===== src/sphc_regs.svh =====
// Constants of the parameter and heating control block.
// Assumes a 25 MHz reference clock and a 17-bit command value field.
`ifndef SPHC_REGS_SVH
`define SPHC_REGS_SVH

// ============================================================
// Clock and timing
`define SPHC_CLK_HZ        25000000
`define SPHC_RAMP_S        125
`define SPHC_FOLLOW_S      3600
`define SPHC_FIRST_TLG_MS  200
`define SPHC_LOADER_MS     1000
`define SPHC_MS_PER_S      1000

// ============================================================
// Value ranges and power-up values
`define SPHC_DUPLEX_MAX    17'h00002
`define SPHC_DUPLEX_INIT   17'h00002
`define SPHC_PATH_MIN      17'h04650
`define SPHC_PATH_MAX      17'h05208
`define SPHC_PATH_INIT     17'h04E20
`define SPHC_ERRSEL_MAX    17'h00004
`define SPHC_SCALE_MAX     17'h00001
`define SPHC_BOOT_MAX      17'h00003
`define SPHC_GUST_MAX      17'h0001E
`define SPHC_VOLT_MIN      17'h00005
`define SPHC_VOLT_MAX      17'h00030
`define SPHC_VOLT_INIT     17'h0000A
`define SPHC_KELV_MIN      17'h000DC
`define SPHC_KELV_MAX      17'h00140
`define SPHC_LOW_INIT      17'h00113
`define SPHC_HIGH_INIT     17'h00118
`define SPHC_HMODE_MAX     17'h00006
`define SPHC_KEY_USER      17'h00001

// ============================================================
// Duplex, forced analog output and boot codes
`define SPHC_DUPLEX_HALF   2'h0
`define SPHC_DUPLEX_RS422  2'h2
`define SPHC_FORCE_NONE    2'h0
`define SPHC_FORCE_ZERO    2'h1
`define SPHC_FORCE_MAX     2'h2
`define SPHC_FORCE_LOW     2'h3
`define SPHC_BOOT_FAST     2'h1
`define SPHC_BOOT_QUIET    2'h2

`endif


===== src/sphc_pkg.sv =====
// Types shared by the parameter and heating control block.
// Assumes a command parser in front that decodes the ASCII telegram.
package sphc_pkg;

	// ============================================================
	// Command codes delivered by the parser
	typedef enum logic [3:0] {
		SPHC_CMD_KEY,
		SPHC_CMD_DUPLEX,
		SPHC_CMD_VERSION,
		SPHC_CMD_PATH_WE,
		SPHC_CMD_PATH_NS,
		SPHC_CMD_ERRSEL,
		SPHC_CMD_SCALE,
		SPHC_CMD_BOOT,
		SPHC_CMD_GUST,
		SPHC_CMD_VOLT,
		SPHC_CMD_POWER,
		SPHC_CMD_LOW,
		SPHC_CMD_HIGH,
		SPHC_CMD_HMODE,
		SPHC_CMD_OTHER
	} sphc_cmd_t;

	// Access levels
	typedef enum logic [1:0] {
		SPHC_ACC_QUERY,
		SPHC_ACC_USER,
		SPHC_ACC_CONFIG
	} sphc_acc_t;

	// Startup sequence
	typedef enum logic [1:0] {
		SPHC_BOOT_START,
		SPHC_BOOT_LOADER,
		SPHC_BOOT_WAIT,
		SPHC_BOOT_MAIN
	} sphc_boot_t;

	// Whole block state
	typedef struct packed {
		sphc_acc_t  acc;
		logic [1:0] duplex;
		logic [16:0] path_we;
		logic [16:0] path_ns;
		logic [2:0] errsel;
		logic       scale;
		logic [1:0] boot_sel;
		logic [4:0] gust;
		logic [5:0] volt_min;
		logic [8:0] low_k;
		logic [8:0] high_k;
		logic [2:0] hmode;
		logic       rsp_valid;
		logic       rsp_ok;
		logic       rsp_ver;
		logic       rsp_unsup;
		logic [16:0] rsp_val;
		logic       need;
		logic [14:0] ms_div;
		logic [9:0] ms_cnt;
		logic       sec_tick;
		logic       ms_tick;
		logic [6:0] ramp;
		logic [6:0] pwm;
		logic [11:0] follow;
		logic       arm_on;
		logic       xd_on;
		sphc_boot_t bst;
		logic [10:0] bcnt;
		logic       loader_tx;
		logic       update_go;
		logic       tlg_ready;
		logic       gust_eval;
	} sphc_state_t;

endpackage


===== src/sphc_core.sv =====
// Parameter store, access control, startup sequencer and heater control.
// Assumes a parser that hands over one decoded command per cmd_valid pulse
// and measurement logic on the same clock.
//
// Contract
// - Three duplex settings steer transmit driver enable
// - Duplex accepts 0..2, powers up at 2
// - Version query answers, changes nothing
// - Two path lengths, 18000..21000, config access
// - Error code picks forced analog output levels
// - Boot code selects loader or fast start
// - Loader announces itself, update on valid reply
// - Gust window 0..30 in 100ms, zero disables
// - Gust reevaluated after every measurement
// - Heating off below supply voltage threshold; the cut applies only when pwr_ctrl_present is set
// - Power query unsupported answers text flag
// - Heating on below lower Kelvin threshold
// - Temperature demand ends above upper threshold
// - Arm heating ramps in pulses over 125s
// - Heating modes 0..6 supported
// - Modes 4,5 transducer one hour follow-up
// - Decisions use last valid measurement
// - Overtemperature cuts heating until cooled
// - Query when value omitted, write otherwise
// - Bad command drops access to query level
`include "sphc_regs.svh"
`timescale 1ns/10ps
`default_nettype none

module sphc_core
	import sphc_pkg::*;
#(
	parameter int MS_TICK_CYC   = `SPHC_CLK_HZ / 1000,  // Cycles per millisecond
	parameter int CONFIG_KEY    = 12345,                // Arbitrary configuration key
	parameter int HMODE_INIT    = 1,                    // Instrument dependent heating mode
	parameter int ERRSEL_INIT   = 0                     // Instrument dependent error code
) (
	// Clock and reset
	input  wire logic        ref_clk,
	input  wire logic        resetn,
	// Decoded commands
	input  wire logic        cmd_valid,
	input  wire sphc_cmd_t   cmd_code,
	input  wire logic        cmd_has_value,
	input  wire logic [16:0] cmd_value,
	input  wire logic        cmd_bad,
	// Command answers
	output logic             rsp_valid,
	output logic             rsp_ok,
	output logic             rsp_version,
	output logic             rsp_unsupported,
	output logic [16:0]      rsp_value,
	// Serial driver
	input  wire logic        tx_active,
	output logic             tx_drv_en,
	output logic             full_duplex,
	// Measurement side
	input  wire logic        meas_strobe,
	input  wire logic        meas_valid,
	input  wire logic        meas_error,
	input  wire logic [8:0]  virt_temp_k,
	input  wire logic        housing_cold,
	input  wire logic        over_temp,
	output logic [16:0]      path_we_len,
	output logic [16:0]      path_ns_len,
	output logic [4:0]       gust_window,
	output logic             gust_enable,
	output logic             gust_reeval,
	// Analog outputs in error
	output logic [1:0]       spd_force,
	output logic [1:0]       dir_force,
	output logic             output_scaling,
	// Supply and heaters
	input  wire logic        pwr_ctrl_present,
	input  wire logic [5:0]  supply_volts,
	output logic             arm_heat_on,
	output logic             xdcr_heat_on,
	// Startup
	input  wire logic        loader_reply_ok,
	output logic             loader_announce,
	output logic             update_start,
	output logic             start_param_quiet,
	output logic             telegram_ready
);

	// ============================================================
	// Timing counts
	localparam logic [14:0] MS_LAST   = 15'(MS_TICK_CYC - 1);
	localparam logic [9:0]  S_LAST    = 10'(`SPHC_MS_PER_S - 1);
	localparam logic [6:0]  RAMP_FULL = 7'(`SPHC_RAMP_S);
	localparam logic [11:0] FOLLOW_S  = 12'(`SPHC_FOLLOW_S);
	localparam logic [10:0] FAST_MS   = 11'(`SPHC_FIRST_TLG_MS);
	localparam logic [10:0] LOAD_MS   = 11'(`SPHC_LOADER_MS);

	sphc_state_t s_q;  // Registered state
	sphc_state_t s_d;  // Next state

	// Range check for an incoming value
	function automatic logic in_rng(input logic [16:0] v, input logic [16:0] lo,
		input logic [16:0] hi);
		in_rng = (v >= lo) && (v <= hi);
	endfunction

	logic        wr;        // Write request
	logic        ok;        // Command accepted
	logic        okv;       // Value in range
	logic        need_acc;  // Access sufficient
	logic        hv_ok;     // Supply allows heating
	logic        dem_arm;   // Arm demand before gating
	logic        dem_xd;    // Transducer demand before gating
	logic        pulse_on;  // Ramp pulse slot
	logic [16:0] qval;      // Query answer

	// ============================================================
	// Next state
	always_comb begin
		s_d = s_q;
		s_d.rsp_valid = 1'b0;
		s_d.rsp_ver = 1'b0;
		s_d.rsp_unsup = 1'b0;
		s_d.loader_tx = 1'b0;
		s_d.update_go = 1'b0;
		s_d.ms_tick = 1'b0;
		s_d.sec_tick = 1'b0;
		s_d.gust_eval = meas_strobe;
		wr = cmd_has_value;
		okv = 1'b0;
		qval = 17'h00000;
		need_acc = (s_q.acc != SPHC_ACC_QUERY);
		// Value check and current value per command
		case (cmd_code)
			SPHC_CMD_KEY: begin
				okv = (cmd_value <= `SPHC_KEY_USER) || (cmd_value == 17'(CONFIG_KEY));
				qval = {15'h0000, s_q.acc};
				need_acc = 1'b1;
			end
			SPHC_CMD_DUPLEX: begin
				okv = cmd_value <= `SPHC_DUPLEX_MAX;
				qval = {15'h0000, s_q.duplex};
			end
			SPHC_CMD_VERSION: begin
				okv = 1'b0;  // Takes no value
			end
			SPHC_CMD_PATH_WE: begin
				okv = in_rng(cmd_value, `SPHC_PATH_MIN, `SPHC_PATH_MAX);
				qval = s_q.path_we;
				need_acc = (s_q.acc == SPHC_ACC_CONFIG);
			end
			SPHC_CMD_PATH_NS: begin
				okv = in_rng(cmd_value, `SPHC_PATH_MIN, `SPHC_PATH_MAX);
				qval = s_q.path_ns;
				need_acc = (s_q.acc == SPHC_ACC_CONFIG);
			end
			SPHC_CMD_ERRSEL: begin
				okv = cmd_value <= `SPHC_ERRSEL_MAX;
				qval = {14'h0000, s_q.errsel};
			end
			SPHC_CMD_SCALE: begin
				okv = cmd_value <= `SPHC_SCALE_MAX;
				qval = {16'h0000, s_q.scale};
			end
			SPHC_CMD_BOOT: begin
				okv = cmd_value <= `SPHC_BOOT_MAX;
				qval = {15'h0000, s_q.boot_sel};
			end
			SPHC_CMD_GUST: begin
				okv = cmd_value <= `SPHC_GUST_MAX;
				qval = {12'h000, s_q.gust};
			end
			SPHC_CMD_VOLT: begin
				okv = in_rng(cmd_value, `SPHC_VOLT_MIN, `SPHC_VOLT_MAX);
				qval = {11'h000, s_q.volt_min};
			end
			SPHC_CMD_POWER: begin
				okv = 1'b0;  // Query only
				qval = {11'h000, supply_volts};
			end
			SPHC_CMD_LOW: begin
				okv = in_rng(cmd_value, `SPHC_KELV_MIN, `SPHC_KELV_MAX);
				qval = {8'h00, s_q.low_k};
			end
			SPHC_CMD_HIGH: begin
				okv = in_rng(cmd_value, `SPHC_KELV_MIN, `SPHC_KELV_MAX);
				qval = {8'h00, s_q.high_k};
			end
			SPHC_CMD_HMODE: begin
				okv = cmd_value <= `SPHC_HMODE_MAX;
				qval = {14'h0000, s_q.hmode};
			end
			default: begin
				okv = 1'b0;
			end
		endcase
		// Writes need range and access
		ok = !cmd_bad && (cmd_code != SPHC_CMD_OTHER) && (!wr || (okv && need_acc));
		if (cmd_valid) begin
			s_d.rsp_valid = 1'b1;
			s_d.rsp_ok = ok;
			s_d.rsp_val = qval;
			if (!ok) begin
				s_d.acc = SPHC_ACC_QUERY;
			end else if (cmd_code == SPHC_CMD_VERSION) begin
				s_d.rsp_ver = 1'b1;
			end else if (cmd_code == SPHC_CMD_POWER) begin
				s_d.rsp_unsup = !pwr_ctrl_present;
			end else if (wr) begin
				s_d.rsp_val = cmd_value;
				case (cmd_code)
					SPHC_CMD_KEY: begin
						s_d.acc = (cmd_value == 17'h00000) ? SPHC_ACC_QUERY :
							(cmd_value == `SPHC_KEY_USER) ? SPHC_ACC_USER : SPHC_ACC_CONFIG;
					end
					SPHC_CMD_DUPLEX: s_d.duplex = cmd_value[1:0];
					SPHC_CMD_PATH_WE: s_d.path_we = cmd_value;
					SPHC_CMD_PATH_NS: s_d.path_ns = cmd_value;
					SPHC_CMD_ERRSEL: s_d.errsel = cmd_value[2:0];
					SPHC_CMD_SCALE: s_d.scale = cmd_value[0];
					SPHC_CMD_BOOT: s_d.boot_sel = cmd_value[1:0];
					SPHC_CMD_GUST: s_d.gust = cmd_value[4:0];
					SPHC_CMD_VOLT: s_d.volt_min = cmd_value[5:0];
					SPHC_CMD_LOW: s_d.low_k = cmd_value[8:0];
					SPHC_CMD_HIGH: s_d.high_k = cmd_value[8:0];
					SPHC_CMD_HMODE: s_d.hmode = cmd_value[2:0];
					default: s_d.rsp_val = cmd_value;
				endcase
			end
		end

		// Millisecond and second enables from one divider chain
		if (s_q.ms_div == MS_LAST) begin
			s_d.ms_div = 15'h0000;
			s_d.ms_tick = 1'b1;
			if (s_q.ms_cnt == S_LAST) begin
				s_d.ms_cnt = 10'h000;
				s_d.sec_tick = 1'b1;
			end else begin
				s_d.ms_cnt = s_q.ms_cnt + 10'h001;
			end
		end else begin
			s_d.ms_div = s_q.ms_div + 15'h0001;
		end

		// Hysteresis on the latest valid temperature only
		if (meas_valid) begin
			if (virt_temp_k < s_q.low_k) begin
				s_d.need = 1'b1;
			end else if (virt_temp_k > s_q.high_k) begin
				s_d.need = 1'b0;
			end
		end

		// Demand per mode before supply and temperature gating
		dem_arm = 1'b0;
		dem_xd = 1'b0;
		case (s_q.hmode)
			3'h1: begin
				dem_arm = s_q.need;
				dem_xd = s_q.need;
			end
			3'h2, 3'h6: begin
				dem_arm = 1'b1;
				dem_xd = 1'b1;
			end
			3'h3: begin
				dem_arm = s_q.need || housing_cold;
				dem_xd = s_q.need || housing_cold || meas_error;
			end
			3'h4, 3'h5: begin
				dem_arm = s_q.need;
				dem_xd = s_q.need || housing_cold || (s_q.follow != 12'h000);
			end
			default: begin
				dem_arm = 1'b0;
				dem_xd = 1'b0;
			end
		endcase

		// Follow-up restarts while condition holds
		if ((s_q.hmode == 3'h4) || (s_q.hmode == 3'h5)) begin
			if (s_q.need || housing_cold) begin
				s_d.follow = FOLLOW_S;
			end else if (s_q.sec_tick && (s_q.follow != 12'h000)) begin
				s_d.follow = s_q.follow - 12'h001;
			end
		end else begin
			s_d.follow = 12'h000;
		end

		// Supply cut only where the hardware can measure it
		hv_ok = !pwr_ctrl_present || (supply_volts >= s_q.volt_min);

		// Pulsed ramp, one more slot each second
		if (!(dem_arm || dem_xd) || !hv_ok || over_temp) begin
			s_d.ramp = 7'h00;  // Ramp restarts after any pause
		end else if (s_q.sec_tick && (s_q.ramp != RAMP_FULL)) begin
			s_d.ramp = s_q.ramp + 7'h01;
		end
		if (s_q.ms_tick) begin
			s_d.pwm = (s_q.pwm == RAMP_FULL - 7'h01) ? 7'h00 : s_q.pwm + 7'h01;
		end
		pulse_on = (s_q.hmode == 3'h6) || (s_q.ramp == RAMP_FULL) || (s_q.pwm < s_q.ramp);
		s_d.arm_on = dem_arm && hv_ok && !over_temp && pulse_on;
		s_d.xd_on = dem_xd && hv_ok && !over_temp && pulse_on;

		// Startup sequencer
		case (s_q.bst)
			SPHC_BOOT_START: begin
				s_d.bcnt = 11'h000;
				if (s_q.boot_sel == `SPHC_BOOT_FAST) begin
					s_d.bst = SPHC_BOOT_WAIT;
				end else begin
					s_d.bst = SPHC_BOOT_LOADER;
				end
			end
			SPHC_BOOT_LOADER: begin
				s_d.loader_tx = 1'b1;  // Identifying string
				s_d.bst = SPHC_BOOT_WAIT;
			end
			SPHC_BOOT_WAIT: begin
				if ((s_q.boot_sel != `SPHC_BOOT_FAST) && loader_reply_ok) begin
					s_d.update_go = 1'b1;
					s_d.bst = SPHC_BOOT_MAIN;
				end else if (s_q.bcnt == ((s_q.boot_sel == `SPHC_BOOT_FAST) ? FAST_MS : LOAD_MS)) begin
					s_d.tlg_ready = 1'b1;
					s_d.bst = SPHC_BOOT_MAIN;
				end else if (s_q.ms_tick) begin
					s_d.bcnt = s_q.bcnt + 11'h001;
				end
			end
			SPHC_BOOT_MAIN: begin
				s_d.bst = SPHC_BOOT_MAIN;
			end
			default: begin
				s_d.bst = SPHC_BOOT_START;
			end
		endcase
	end

	// ============================================================
	// State register with power-up values
	always_ff @(posedge ref_clk) begin
		if (!resetn) begin
			s_q <= '0;
			s_q.acc <= SPHC_ACC_QUERY;
			s_q.duplex <= 2'(`SPHC_DUPLEX_INIT);
			s_q.path_we <= `SPHC_PATH_INIT;
			s_q.path_ns <= `SPHC_PATH_INIT;
			s_q.errsel <= 3'(ERRSEL_INIT);
			s_q.volt_min <= 6'(`SPHC_VOLT_INIT);
			s_q.low_k <= 9'(`SPHC_LOW_INIT);
			s_q.high_k <= 9'(`SPHC_HIGH_INIT);
			s_q.hmode <= 3'(HMODE_INIT);
			s_q.bst <= SPHC_BOOT_START;
		end else begin
			s_q <= s_d;
		end
	end

	// ============================================================
	// Outputs
	assign rsp_valid = s_q.rsp_valid;
	assign rsp_ok = s_q.rsp_ok;
	assign rsp_version = s_q.rsp_ver;
	assign rsp_unsupported = s_q.rsp_unsup;
	assign rsp_value = s_q.rsp_val;
	// Drivers idle off except in the RS422 setting
	assign tx_drv_en = (s_q.duplex == `SPHC_DUPLEX_RS422) || tx_active;
	assign full_duplex = (s_q.duplex != `SPHC_DUPLEX_HALF);
	assign path_we_len = s_q.path_we;
	assign path_ns_len = s_q.path_ns;
	assign gust_window = s_q.gust;
	assign gust_enable = (s_q.gust != 5'h00);
	assign gust_reeval = s_q.gust_eval && gust_enable;
	assign output_scaling = s_q.scale;
	// Code 4 relies on the host having set scaling one
	always_comb begin
		spd_force = `SPHC_FORCE_NONE;
		dir_force = `SPHC_FORCE_NONE;
		if (meas_error) begin
			case (s_q.errsel)
				3'h0: {spd_force, dir_force} = {`SPHC_FORCE_MAX, `SPHC_FORCE_MAX};
				3'h1: {spd_force, dir_force} = {`SPHC_FORCE_ZERO, `SPHC_FORCE_ZERO};
				3'h2: {spd_force, dir_force} = {`SPHC_FORCE_ZERO, `SPHC_FORCE_MAX};
				3'h3: {spd_force, dir_force} = {`SPHC_FORCE_MAX, `SPHC_FORCE_ZERO};
				default: {spd_force, dir_force} = {`SPHC_FORCE_LOW, `SPHC_FORCE_LOW};
			endcase
		end
	end
	assign arm_heat_on = s_q.arm_on;
	assign xdcr_heat_on = s_q.xd_on;
	assign loader_announce = s_q.loader_tx;
	assign update_start = s_q.update_go;
	assign start_param_quiet = (s_q.boot_sel == `SPHC_BOOT_QUIET);
	assign telegram_ready = s_q.tlg_ready;

endmodule

`default_nettype wire


===== config.mk =====
export PLATFORM = sky130hd
export DESIGN_NAME = sphc_core
export DESIGN_NICKNAME = d
export VERILOG_FILES = /design/src/sphc_pkg.sv /design/src/sphc_core.sv
export VERILOG_INCLUDE_DIRS = /design/src
export SDC_FILE = /design/constraint.sdc
export NUM_CORES = 1
export LEC_CHECK = 0
export BUFFER_PORTS_ARGS = -buffer_cell sky130_fd_sc_hd__buf_2
export CAP_MARGIN = 40
export CORE_ASPECT_RATIO = 1.4
export CORE_MARGIN = 4
export CORE_UTILIZATION = 38
export DETAILED_ROUTE_END_ITERATION = 10
export SYNTH_ARGS = -nofsm -noshare
export SYNTH_HDL_FRONTEND = slang
export SYNTH_SLANG_ARGS = --single-unit

===== constraint.sdc =====
create_clock -name ref_clk -period 2.25 [get_ports ref_clk]
set_clock_uncertainty 0.1 [all_clocks]
set_input_delay 0.225 -clock ref_clk [delete_from_list [all_inputs] [get_ports ref_clk]]
set_output_delay 0.225 -clock ref_clk [all_outputs]
set_load 0.05 [all_outputs]

==> impl_metrics.ini, run 1 <==
[status]
outcome = finished clean

[die]
die_y_um = 195.1
fp.dieW_um = 141.6
num_io_pins = 124
die_area_um2 = 27630
core_um2 = 24670
start_util_pct = 38.50
rows = 68

[grt]
grtUsageMet3_pct = 4.434
grt_usage_pct = 21.26
gr-total-overflow = 0
grtUsageMet2_pct = 36.09
grt_pass1_vias = 8685
use_met1_pct = 26.39
grt_antenna_before_repair = 3
gr-max-usage-layer = met2
grt_max_degree = 58
grt_pass1_wl_um = 46800

[logic_synthesis]
yosysWarnings = 0
synth-seq-cells = 170
syn_area_per_cell_um2 = 8.196
synth_area_um2 = 9499
synth_ff_type = dfxtp_1
seq_area_frac_synth_pct = 35.83
synthArstFlopShare_pct = 0
synth_edf_count = 0
yosysUniqueCellTypes = 77
synth_nets = 1247
synth_cells = 1159

[detailed_routing]
antenna_left = 0
drc = 0
drt_iter0_drc = 540
route.detailed.wl_per_inst_um = 18.06
wirelength_um = 29740
firstDrtPassIters = 5
num_vias = 8920
viasPerCell = 5.416

[timing]
rsz0062_at_grt = no
fin_crit_sh_pct = 94.62
finalHoldViolCount = 0
setup_viol = 0
relSlewSlack_pct = 56.07
final_max_slew_viol_count = 0
clock.fmax_mhz = 469.7
worstMarginPinSlew_ns = 0.6423
fin_crit_ns = 2.129

[layout]
layout_common_cells = 169 x dfxtp_1, 124 x buf_2, 124 x buf_4
final_common_cell = dfxtp_1
regArea_um2 = 3405
area_growth_pct = 22.71
nFillCells = 2480
drive_above_1_share_pct = 24.06
fin_util_pct = 47.24
fin_nets = 1405
multi_input_comb_area_um2 = 5230

[clock_tree]
clk_path_buf_depth = 2
clock_latency_ns = 0.44
cts.clk_slew.worst_paths_ns = 0.07
cts_tree = done
htree_levels = 4
cts_sinks = 170
numCtsBuffers = 17
cts_root_buf = clkbuf_16

[placement]
gp_congestion = 0.9730
dpl.hpwl_um = 22800
port_buffers = 123

[job]
drv_cap = 0

[power]
power_density_nw_per_um2 = 588.7
power.total_w = 0.006862
leakagePower_nw = 4.819
ir_worst_vdd_v = 0.0005615

[worst_setup_path]
crit_family = simple AND/OR/NAND/NOR gates
slowest_stage = or4_4
cp.arrival_ns = 2.36
critPathLaunchType = register
end_kind = register
timing_worst_setup_path_type = reg -> reg
crit_path_cell_trace = or4_4 -> o41ai_4 -> or3_1 -> nor2_1 -> nand2_1 -> xor2_1 -> a21oi_1
slowest_delay_ns = 0.59
crit_buf_inv = 0
cp_max_fo = 6
cp_data_required_time_ns = 2.48

[min_path]
hold_class = in -> reg
metrics by stage:
step	TNS [ns]	worst slack (ns)	cell area, µm²	hold WS, ns	cells
global route	0	0.01768	11660	0.1066	1647
finish	0	0.1210	11660	0.1106	1647
global placement	-9.219	-0.1636	10920	0.3253	1605
CTS	0	0.06729	11610	0.09009	1645
floorplan	0	0.03709	9499	0.2017	1159
detailed placement	-10.27	-0.1968	10930	0.3347	1606
report_power, final:
| group | internal [W] | switching [W] | leakage [nW] |
|---|---|---|---|
| Clock | 0.00181 | 0.00133 | 0.307 |
| Sequential | 0.00303 | 0.0000166 | 1.37 |
| Combinational | 0.000263 | 0.000412 | 3.14 |
| Total | 0.00510 | 0.00176 | 4.82 |
kinds of logic after synthesis:
family / after synthesis / share of synthesized area, %
AO/OA/AOI/OAI: 243 / 17.00
XOR/XNOR: 46 / 4.241
adder cells (fa/ha/maj): 39 / 5.137
buffers and inverters: 177 / 9.497
flip-flops: 170 / 35.83
multiplexers: 34 / 3.622
AND/OR/NAND/NOR: 450 / 24.67
state kept, by name, summed over array words and instances (netlist names), 5 cells and up:
signal	cells
rsp_value	17
path_ns_len	17
s_q	104
gust_window	5
path_we_len	17
final timing paths:
kind	from	to	slack [ns]	depth (start not counted)
min	cmd_value[12]	path_ns_len[12]$_SDFFE_PN0P_	0.11	4
max	s_q[21]$_SDFFE_PP0P_	s_q[30]$_SDFFE_PN0P_	0.12	7
max reg2reg	s_q[21]$_SDFFE_PP0P_	s_q[30]$_SDFFE_PN0P_	0.12	7
min reg2reg	s_q[57]$_SDFF_PP0_	s_q[57]$_SDFF_PP0_	0.35	1
worst register-to-register path, cell delays in order, from the launching register on:
cell and delay (ns):
dfxtp_1 0.36, or4_4 0.59, o41ai_4 0.41, or3_1 0.18, nor2_1 0.08, nand2_1 0.09
xor2_1 0.15, a21oi_1 0.08
layout make-up:
cell class              count  share of cell area [%]
diodes                      2                 0.04294
clock buffers              19                   3.800
clock inverters            13                   1.535
inverters                  53                   1.707
multi-input cells         812                   44.87
flip-flops and latches    170                   29.21
well taps                 315                   3.381
repair buffers            263                   15.46
cells in the mapped netlist (3+ instances only):
master | number | area share [%]
inv_1 | 52 | 2.1
nor3_2 | 6 | 0.63
a31oi_1 | 5 | 0.33
o311ai_0 | 13 | 1.2
o211a_1 | 3 | 0.32
nand4_1 | 22 | 1.4
a22oi_1 | 11 | 0.87
and4_1 | 5 | 0.46
a222oi_1 | 5 | 0.53
buf_2 | 13 | 0.68
dfxtp_1 | 170 | 36
buf_4 | 57 | 4.5
nor3_1 | 25 | 1.3
o311ai_1 | 4 | 0.37
mux2i_1 | 31 | 3.3
buf_1 | 4 | 0.16
a311oi_1 | 3 | 0.28
nor4b_1 | 6 | 0.55
nor2_1 | 101 | 4.0
o21a_1 | 6 | 0.47
xnor2_1 | 19 | 1.8
o211ai_1 | 14 | 1.1
or3_1 | 13 | 0.86
clkbuf_1 | 49 | 1.9
a21o_1 | 10 | 0.79
and2_1 | 7 | 0.46
and3_1 | 30 | 2.0
xor2_1 | 27 | 2.5
nor4_1 | 5 | 0.33
nand2b_1 | 12 | 0.79
nand2_1 | 85 | 3.4
a22o_1 | 7 | 0.65
ha_1 | 39 | 5.1
a32oi_1 | 3 | 0.28
nand3b_1 | 3 | 0.24
nand3_1 | 94 | 5.0
o21ai_1 | 4 | 0.21
a211oi_1 | 6 | 0.47
mux2_2 | 3 | 0.36
a211o_1 | 5 | 0.46
o21ai_0 | 64 | 3.4
nor2b_1 | 16 | 1.1
or2_2 | 3 | 0.20
a21oi_1 | 57 | 3.0
timing repair:
action | CTS | global route
gates cloned | 0 | 0
hold buffers | 5 | 0
pin swaps | 1 | 1
gates resized for setup | 0 | 10
hold endpoints to repair | 5 | 0
setup endpoints to repair | 1 | 25
setup buffers | 2 | 0
per-layer routing:
| metal | wire [µm] | vias up |
|---|---|---|
| met5 | 7 | - |
| met4 | 802 | 2 |
| met3 | 1630 | 49 |
| met2 | 14810 | 296 |
| met1 | 12490 | 4171 |
| li1 | - | 4402 |
No activity file was read; power rests on OpenSTA's default activity.
==> run 2, diff against run 1 <==
==> constraint.sdc (replaced) <==
create_clock -name ref_clk -period 2.3 [get_ports ref_clk]
set_clock_uncertainty 0.1 [all_clocks]
set_input_delay 0.23 -clock ref_clk [delete_from_list [all_inputs] [get_ports ref_clk]]
set_output_delay 0.23 -clock ref_clk [all_outputs]
set_load 0.05 [all_outputs]
==> run 2 against run 1 <==
Compared with the run above: clock power shrank 12%; via count up 0.55%; critical path depth did not move; sequential power down 2%.
==> impl_metrics.ini, run 2 (synthesis gave the netlist of run 1 again) <==
[clock_tree]
cts_root_buf = clkbuf_16
clk_path_buf_depth = 2
cts.clk_slew.worst_paths_ns = 0.07
numCtsBuffers = 17
htree_levels = 4
clock_latency_ns = 0.44
cts_tree = done
cts_sinks = 170

[detailed_routing]
route.detailed.wl_per_inst_um = 18.14
num_vias = 8969
wirelength_um = 29620
drc = 0
drt_iter0_drc = 547
viasPerCell = 5.492
antenna_left = 0
firstDrtPassIters = 6

[layout]
fin_nets = 1391
layout_common_cells = 170 x dfxtp_1, 124 x buf_2, 117 x buf_4
nFillCells = 2478
area_growth_pct = 19.73
drive_above_1_share_pct = 22.80
regMostFlops = s_q
largest_register_ffs = 104
final_common_cell = dfxtp_1
fin_util_pct = 46.10
final_cells = 1633

[worst_setup_path]
cp_max_fo = 6
cp.arrival_ns = 2.39
rrSetupSlack_ns = 0.14
r2r_start = s_q[21]$_SDFFE_PP0P_
timing_worst_setup_path_type = reg -> reg
critPathLaunchType = register
cp_data_required_time_ns = 2.54
r2r_cells = 7
end_kind = register
r2r_end = s_q[28]$_SDFFE_PN0P_

[timing]
setup_viol = 0
final_max_slew_viol_count = 0
finalHoldViolCount = 0
clock.fmax_mhz = 464.0
fin_crit_sh_pct = 93.71
rsz0062_at_grt = no
hold_ws_ns = 0.1135
relSlewSlack_pct = 59.75
fin_crit_ns = 2.155
worstMarginPinSlew_ns = 0.5885

[placement]
post-place-cells = 1592
gp_congestion = 0.9676
port_buffers = 123
dpl.hpwl_um = 22700

[die]
rows = 68
num_io_pins = 124
die_area_um2 = 27630
die_y_um = 195.1
start_util_pct = 38.50
core_um2 = 24670
fp.dieW_um = 141.6

[power]
power_density_nw_per_um2 = 559.3
ir_worst_vdd_v = 0.0005349
leakagePower_nw = 4.672

[grt]
grt_antenna_before_repair = 3
grt_usage_pct = 21.22
grt_max_degree = 42
grt_pass1_vias = 8806
grt_pass1_wl_um = 46750
gr-total-overflow = 0

[status]
outcome = finished clean

[min_path]
holdPathStages = 3
hold_class = in -> reg
hp-start = cmd_value[9]
hold_end = path_we_len[9]$_SDFFE_PN1P_

[job]
drv_cap = 0
[run 2: stage by stage]
stage / total power (W) / worst slack (ns) / setup TNS (ns) / instance area, µm²
6_report: 0.006361 / 0.1448 / 0 / 11370
5_1_grt: 0.006562 / 0.0008051 / 0 / 11370
4_1_cts: 0.006412 / 0.05539 / 0 / 11340
3_5_place_dp: 0.003661 / -0.1462 / -1.851 / 10740
3_3_place_gp: 0.003657 / -0.06562 / -0.9188 / 10730
2_1_floorplan: 0.003374 / 0.08209 / 0 / 9499
[run 2: repair_timing]
action | in CTS | in global routing
gates resized for setup | 0 | 5
hold buffers | 5 | 0
hold endpoints to repair | 5 | 0
buffers inserted | 0 | 2
setup endpoints to repair | 0 | 8
[run 2: how the worst max path moves through the flow]
stage,from,end,slack (ns),cells past startpoint
after floorplan,cmd_value[6],s_q[115]$_SDFFE_PN0P_,0.08,10
after global placement,cmd_code[2],gust_window[0]$_SDFFE_PN0P_,-0.07,10
after detailed placement,cmd_value[6],rsp_value[10]$_SDFFE_PN0P_,-0.15,9
after CTS,s_q[25]$_SDFFE_PP0P_,s_q[28]$_SDFFE_PN0P_,0.06,7
after global routing,s_q[168]$_SDFFE_PN0P_,rsp_value[3]$_SDFFE_PN0P_,0.0008,8
final,s_q[21]$_SDFFE_PP0P_,s_q[28]$_SDFFE_PN0P_,0.14,7
[run 2: power breakdown]
part	switching, W	internal [W]	leakage [nW]	total (W)
sequential	0.0000192	0.00296	1.37	0.00298
combinational	0.000393	0.000231	3.03	0.000624
clock	0.00126	0.00150	0.268	0.00275
total	0.00167	0.00469	4.67	0.00636
[run 2: layout make-up]
type	count	area, µm²	share of cell area, %
Antenna cell	2	5.005	0.04400
Clock buffer	19	432.9	3.806
Clock inverter	13	117.6	1.034
Inverter	53	198.9	1.749
Multi-Input combinational cell	812	5213	45.83
Sequential cell	170	3403	29.92
Tap cell	315	394.1	3.465
Timing Repair Buffer	249	1609	14.15
[run 2: worst max-delay path: stages, from the launching register on]
cell and delay (ns):
dfxtp_1 0.36, or4_4 0.60, o41ai_4 0.43, or3_1 0.18, nor2_1 0.08, nand2_1 0.08
xor2_1 0.14, a21oi_1 0.08
[run 2: layer usage]
layer	global-route usage, %	up-vias	part of all wire, %
li1	-	4377	-
met5	0	-	0.024
met3	4.826	58	6.4
met1	25.42	4228	41
met4	8.748	2	3.3
met2	36.37	304	49
==> run 3, diff against run 2 <==
--- a/config.mk
+++ b/config.mk
@@ -10,8 +10,9 @@
 export CAP_MARGIN = 40
 export CORE_ASPECT_RATIO = 1.4
 export CORE_MARGIN = 4
-export CORE_UTILIZATION = 38
+export CORE_UTILIZATION = 37
 export DETAILED_ROUTE_END_ITERATION = 10
+export SLEW_MARGIN = 0
 export SYNTH_ARGS = -nofsm -noshare
 export SYNTH_HDL_FRONTEND = slang
 export SYNTH_SLANG_ARGS = --single-unit
==> run 3 against run 2 <==
Compared with the run above: combinational power up 3%; global-route usage down 0.25 points; power up 1.6%; via count up 0.23%; flip-flop and latch count unchanged; highest routed layer unchanged; design area up 0.95%; worst hold slack better by 0.014 ns.
==> impl_metrics.ini, run 3 (synthesis gave the netlist of run 1 again) <==
[status]
outcome = finished clean

[detailed_routing]
route.detailed.wl_per_inst_um = 18.05
drc = 0
wirelength_um = 29550
viasPerCell = 5.492
antenna_left = 0
firstDrtPassIters = 6
num_vias = 8990
drt_iter0_drc = 650

[placement]
port_buffers = 123
gp_congestion = 0.9678
post-place-ws_ns = -0.3652
dpl.hpwl_um = 22510

[die]
core_um2 = 25380
die_area_um2 = 28340
die_y_um = 197.6
num_io_pins = 124
rows = 69
fp.dieW_um = 143.4
start_util_pct = 37.42

[min_path]
hold_class = in -> reg

[timing]
relSlewSlack_pct = 64.05
clock.fmax_mhz = 460.8
finalWorstSetupSlack_ns = 0.1299
fin_crit_sh_pct = 94.35
fin_crit_ns = 2.170
setup_viol = 0
worstMarginPinSlew_ns = 0.5393
hold_ws_ns = 0.1273
finalSetupTns_ns = 0
final_max_slew_viol_count = 0
rsz0062_at_grt = no
finalHoldViolCount = 0

[worst_setup_path]
crit_path_frequent_cell = buf_4
cp.arrival_ns = 2.42
timing_worst_setup_path_type = in -> reg
r2r_start = s_q[25]$_SDFFE_PP0P_
cp_max_fo = 31
end_kind = register
critPathLaunch = cmd_code[3]
slowest_delay_ns = 0.49
slowest_stage = or4b_1
rrSetupSlack_ns = 0.13
cp_data_required_time_ns = 2.55
critPathLaunchType = input pin
crit_family = simple AND/OR/NAND/NOR gates
crit_buf_inv = 3
crit_end = s_q[103]$_SDFFE_PN0P_
r2r_cells = 7
r2r_end = s_q[30]$_SDFFE_PN0P_
crit_path_cell_trace = buf_2 -> buf_4 -> or4b_1 -> nor3_1 -> o311ai_1 -> nand4_1 -> buf_4 -> nand3_1 -> o31ai_1
critical_path_depth = 9

[clock_tree]
cts_sinks = 170
cts_tree = done
htree_levels = 4
cts.clk_slew.worst_paths_ns = 0.07
clk_path_buf_depth = 2
numCtsBuffers = 17
cts_root_buf = clkbuf_16
clock_latency_ns = 0.44

[grt]
grt_pass1_wl_um = 47020
gr-total-overflow = 0
grt_antenna_before_repair = 3
grt_pass1_vias = 8761
grt_usage_pct = 20.97
grt_max_degree = 58

[layout]
fin_util_pct = 45.23
final_common_cell = dfxtp_1
layout_common_cells = 170 x dfxtp_1, 124 x buf_2, 115 x buf_4
regMostFlops = s_q
drive_above_1_share_pct = 23.23
area_growth_pct = 20.86
fin_nets = 1392
largest_register_ffs = 104

[power]
ir_worst_vdd_v = 0.0005607
leakagePower_nw = 4.713
power.total_w = 0.006460
power_density_nw_per_um2 = 562.7

[job]
drv_cap = 0
run 3: changes by cell type in the layout (fill, tap and decap cells not counted), sizes merged:
cell         before  now
bufinv            1    0
diode             2    1
inv              56   59
dlygate4sd3       5    4
buf             244  246
clkinv            7    5
run 3: repair_timing:
item	in CTS	in global routing
hold buffers	4	0
resized for setup	0	9
setup endpoints to repair	0	10
setup buffers	0	1
hold endpoints to repair	4	0
run 3: layout make-up:
class / instances / area [µm²]
repair buffers: 250 / 1664
clock buffers: 19 / 452.9
fillers: 2590 / 13900
well taps: 319 / 399.1
clock inverters: 13 / 126.4
diodes: 1 / 2.502
multi-input cells: 812 / 5234
flip-flops and latches: 170 / 3403
inverters: 53 / 198.9
run 3: worst min path at each step:
stage | start | cells past startpoint | end | slack [ns]
3_3_place_gp | s_q[57]$_SDFF_PP0_ | 1 | s_q[57]$_SDFF_PP0_ | 0.34
2_1_floorplan | pwr_ctrl_present | 1 | rsp_unsupported$_SDFF_PP0_ | 0.21
6_report | cmd_value[12] | 4 | path_we_len[12]$_SDFFE_PN0P_ | 0.13
5_1_grt | cmd_value[12] | 4 | path_ns_len[12]$_SDFFE_PN0P_ | 0.14
3_5_place_dp | meas_strobe | 2 | s_q[0]$_SDFF_PN0_ | 0.34
4_1_cts | cmd_value[12] | 4 | path_ns_len[12]$_SDFFE_PN0P_ | 0.11
run 3: metrics by stage:
step                      cell area, µm²  instances
after floorplan                     9499       1159
after global placement             10810       1598
after detailed placement           10810       1599
after CTS                          11430       1635
after global routing               11480       1637
final                              11480       1637
run 3: worst register-to-register path, cell delays in order (launching register included):
cell,delay (ns)
dfxtp_1,0.35
or4_1,0.62
o41ai_4,0.42
or3_1,0.18
nor2_1,0.07
nand2_1,0.09
xor2_1,0.15
a21oi_1,0.08
run 3: report_power, final:
part / switching, W / leakage, nW / internal, W
registers: 0.0000194 / 1.37 / 0.00296
logic: 0.000389 / 3.06 / 0.000251
clock network: 0.00135 / 0.280 / 0.00149
run 3: metal layers:
layer	track usage, %	up-vias	share of wire (%)
li1	-	4386	-
met1	25.57	4251	41
met2	35.77	291	49
met3	4.577	58	5.9
met4	8.269	4	3.2
met5	0	-	0.068
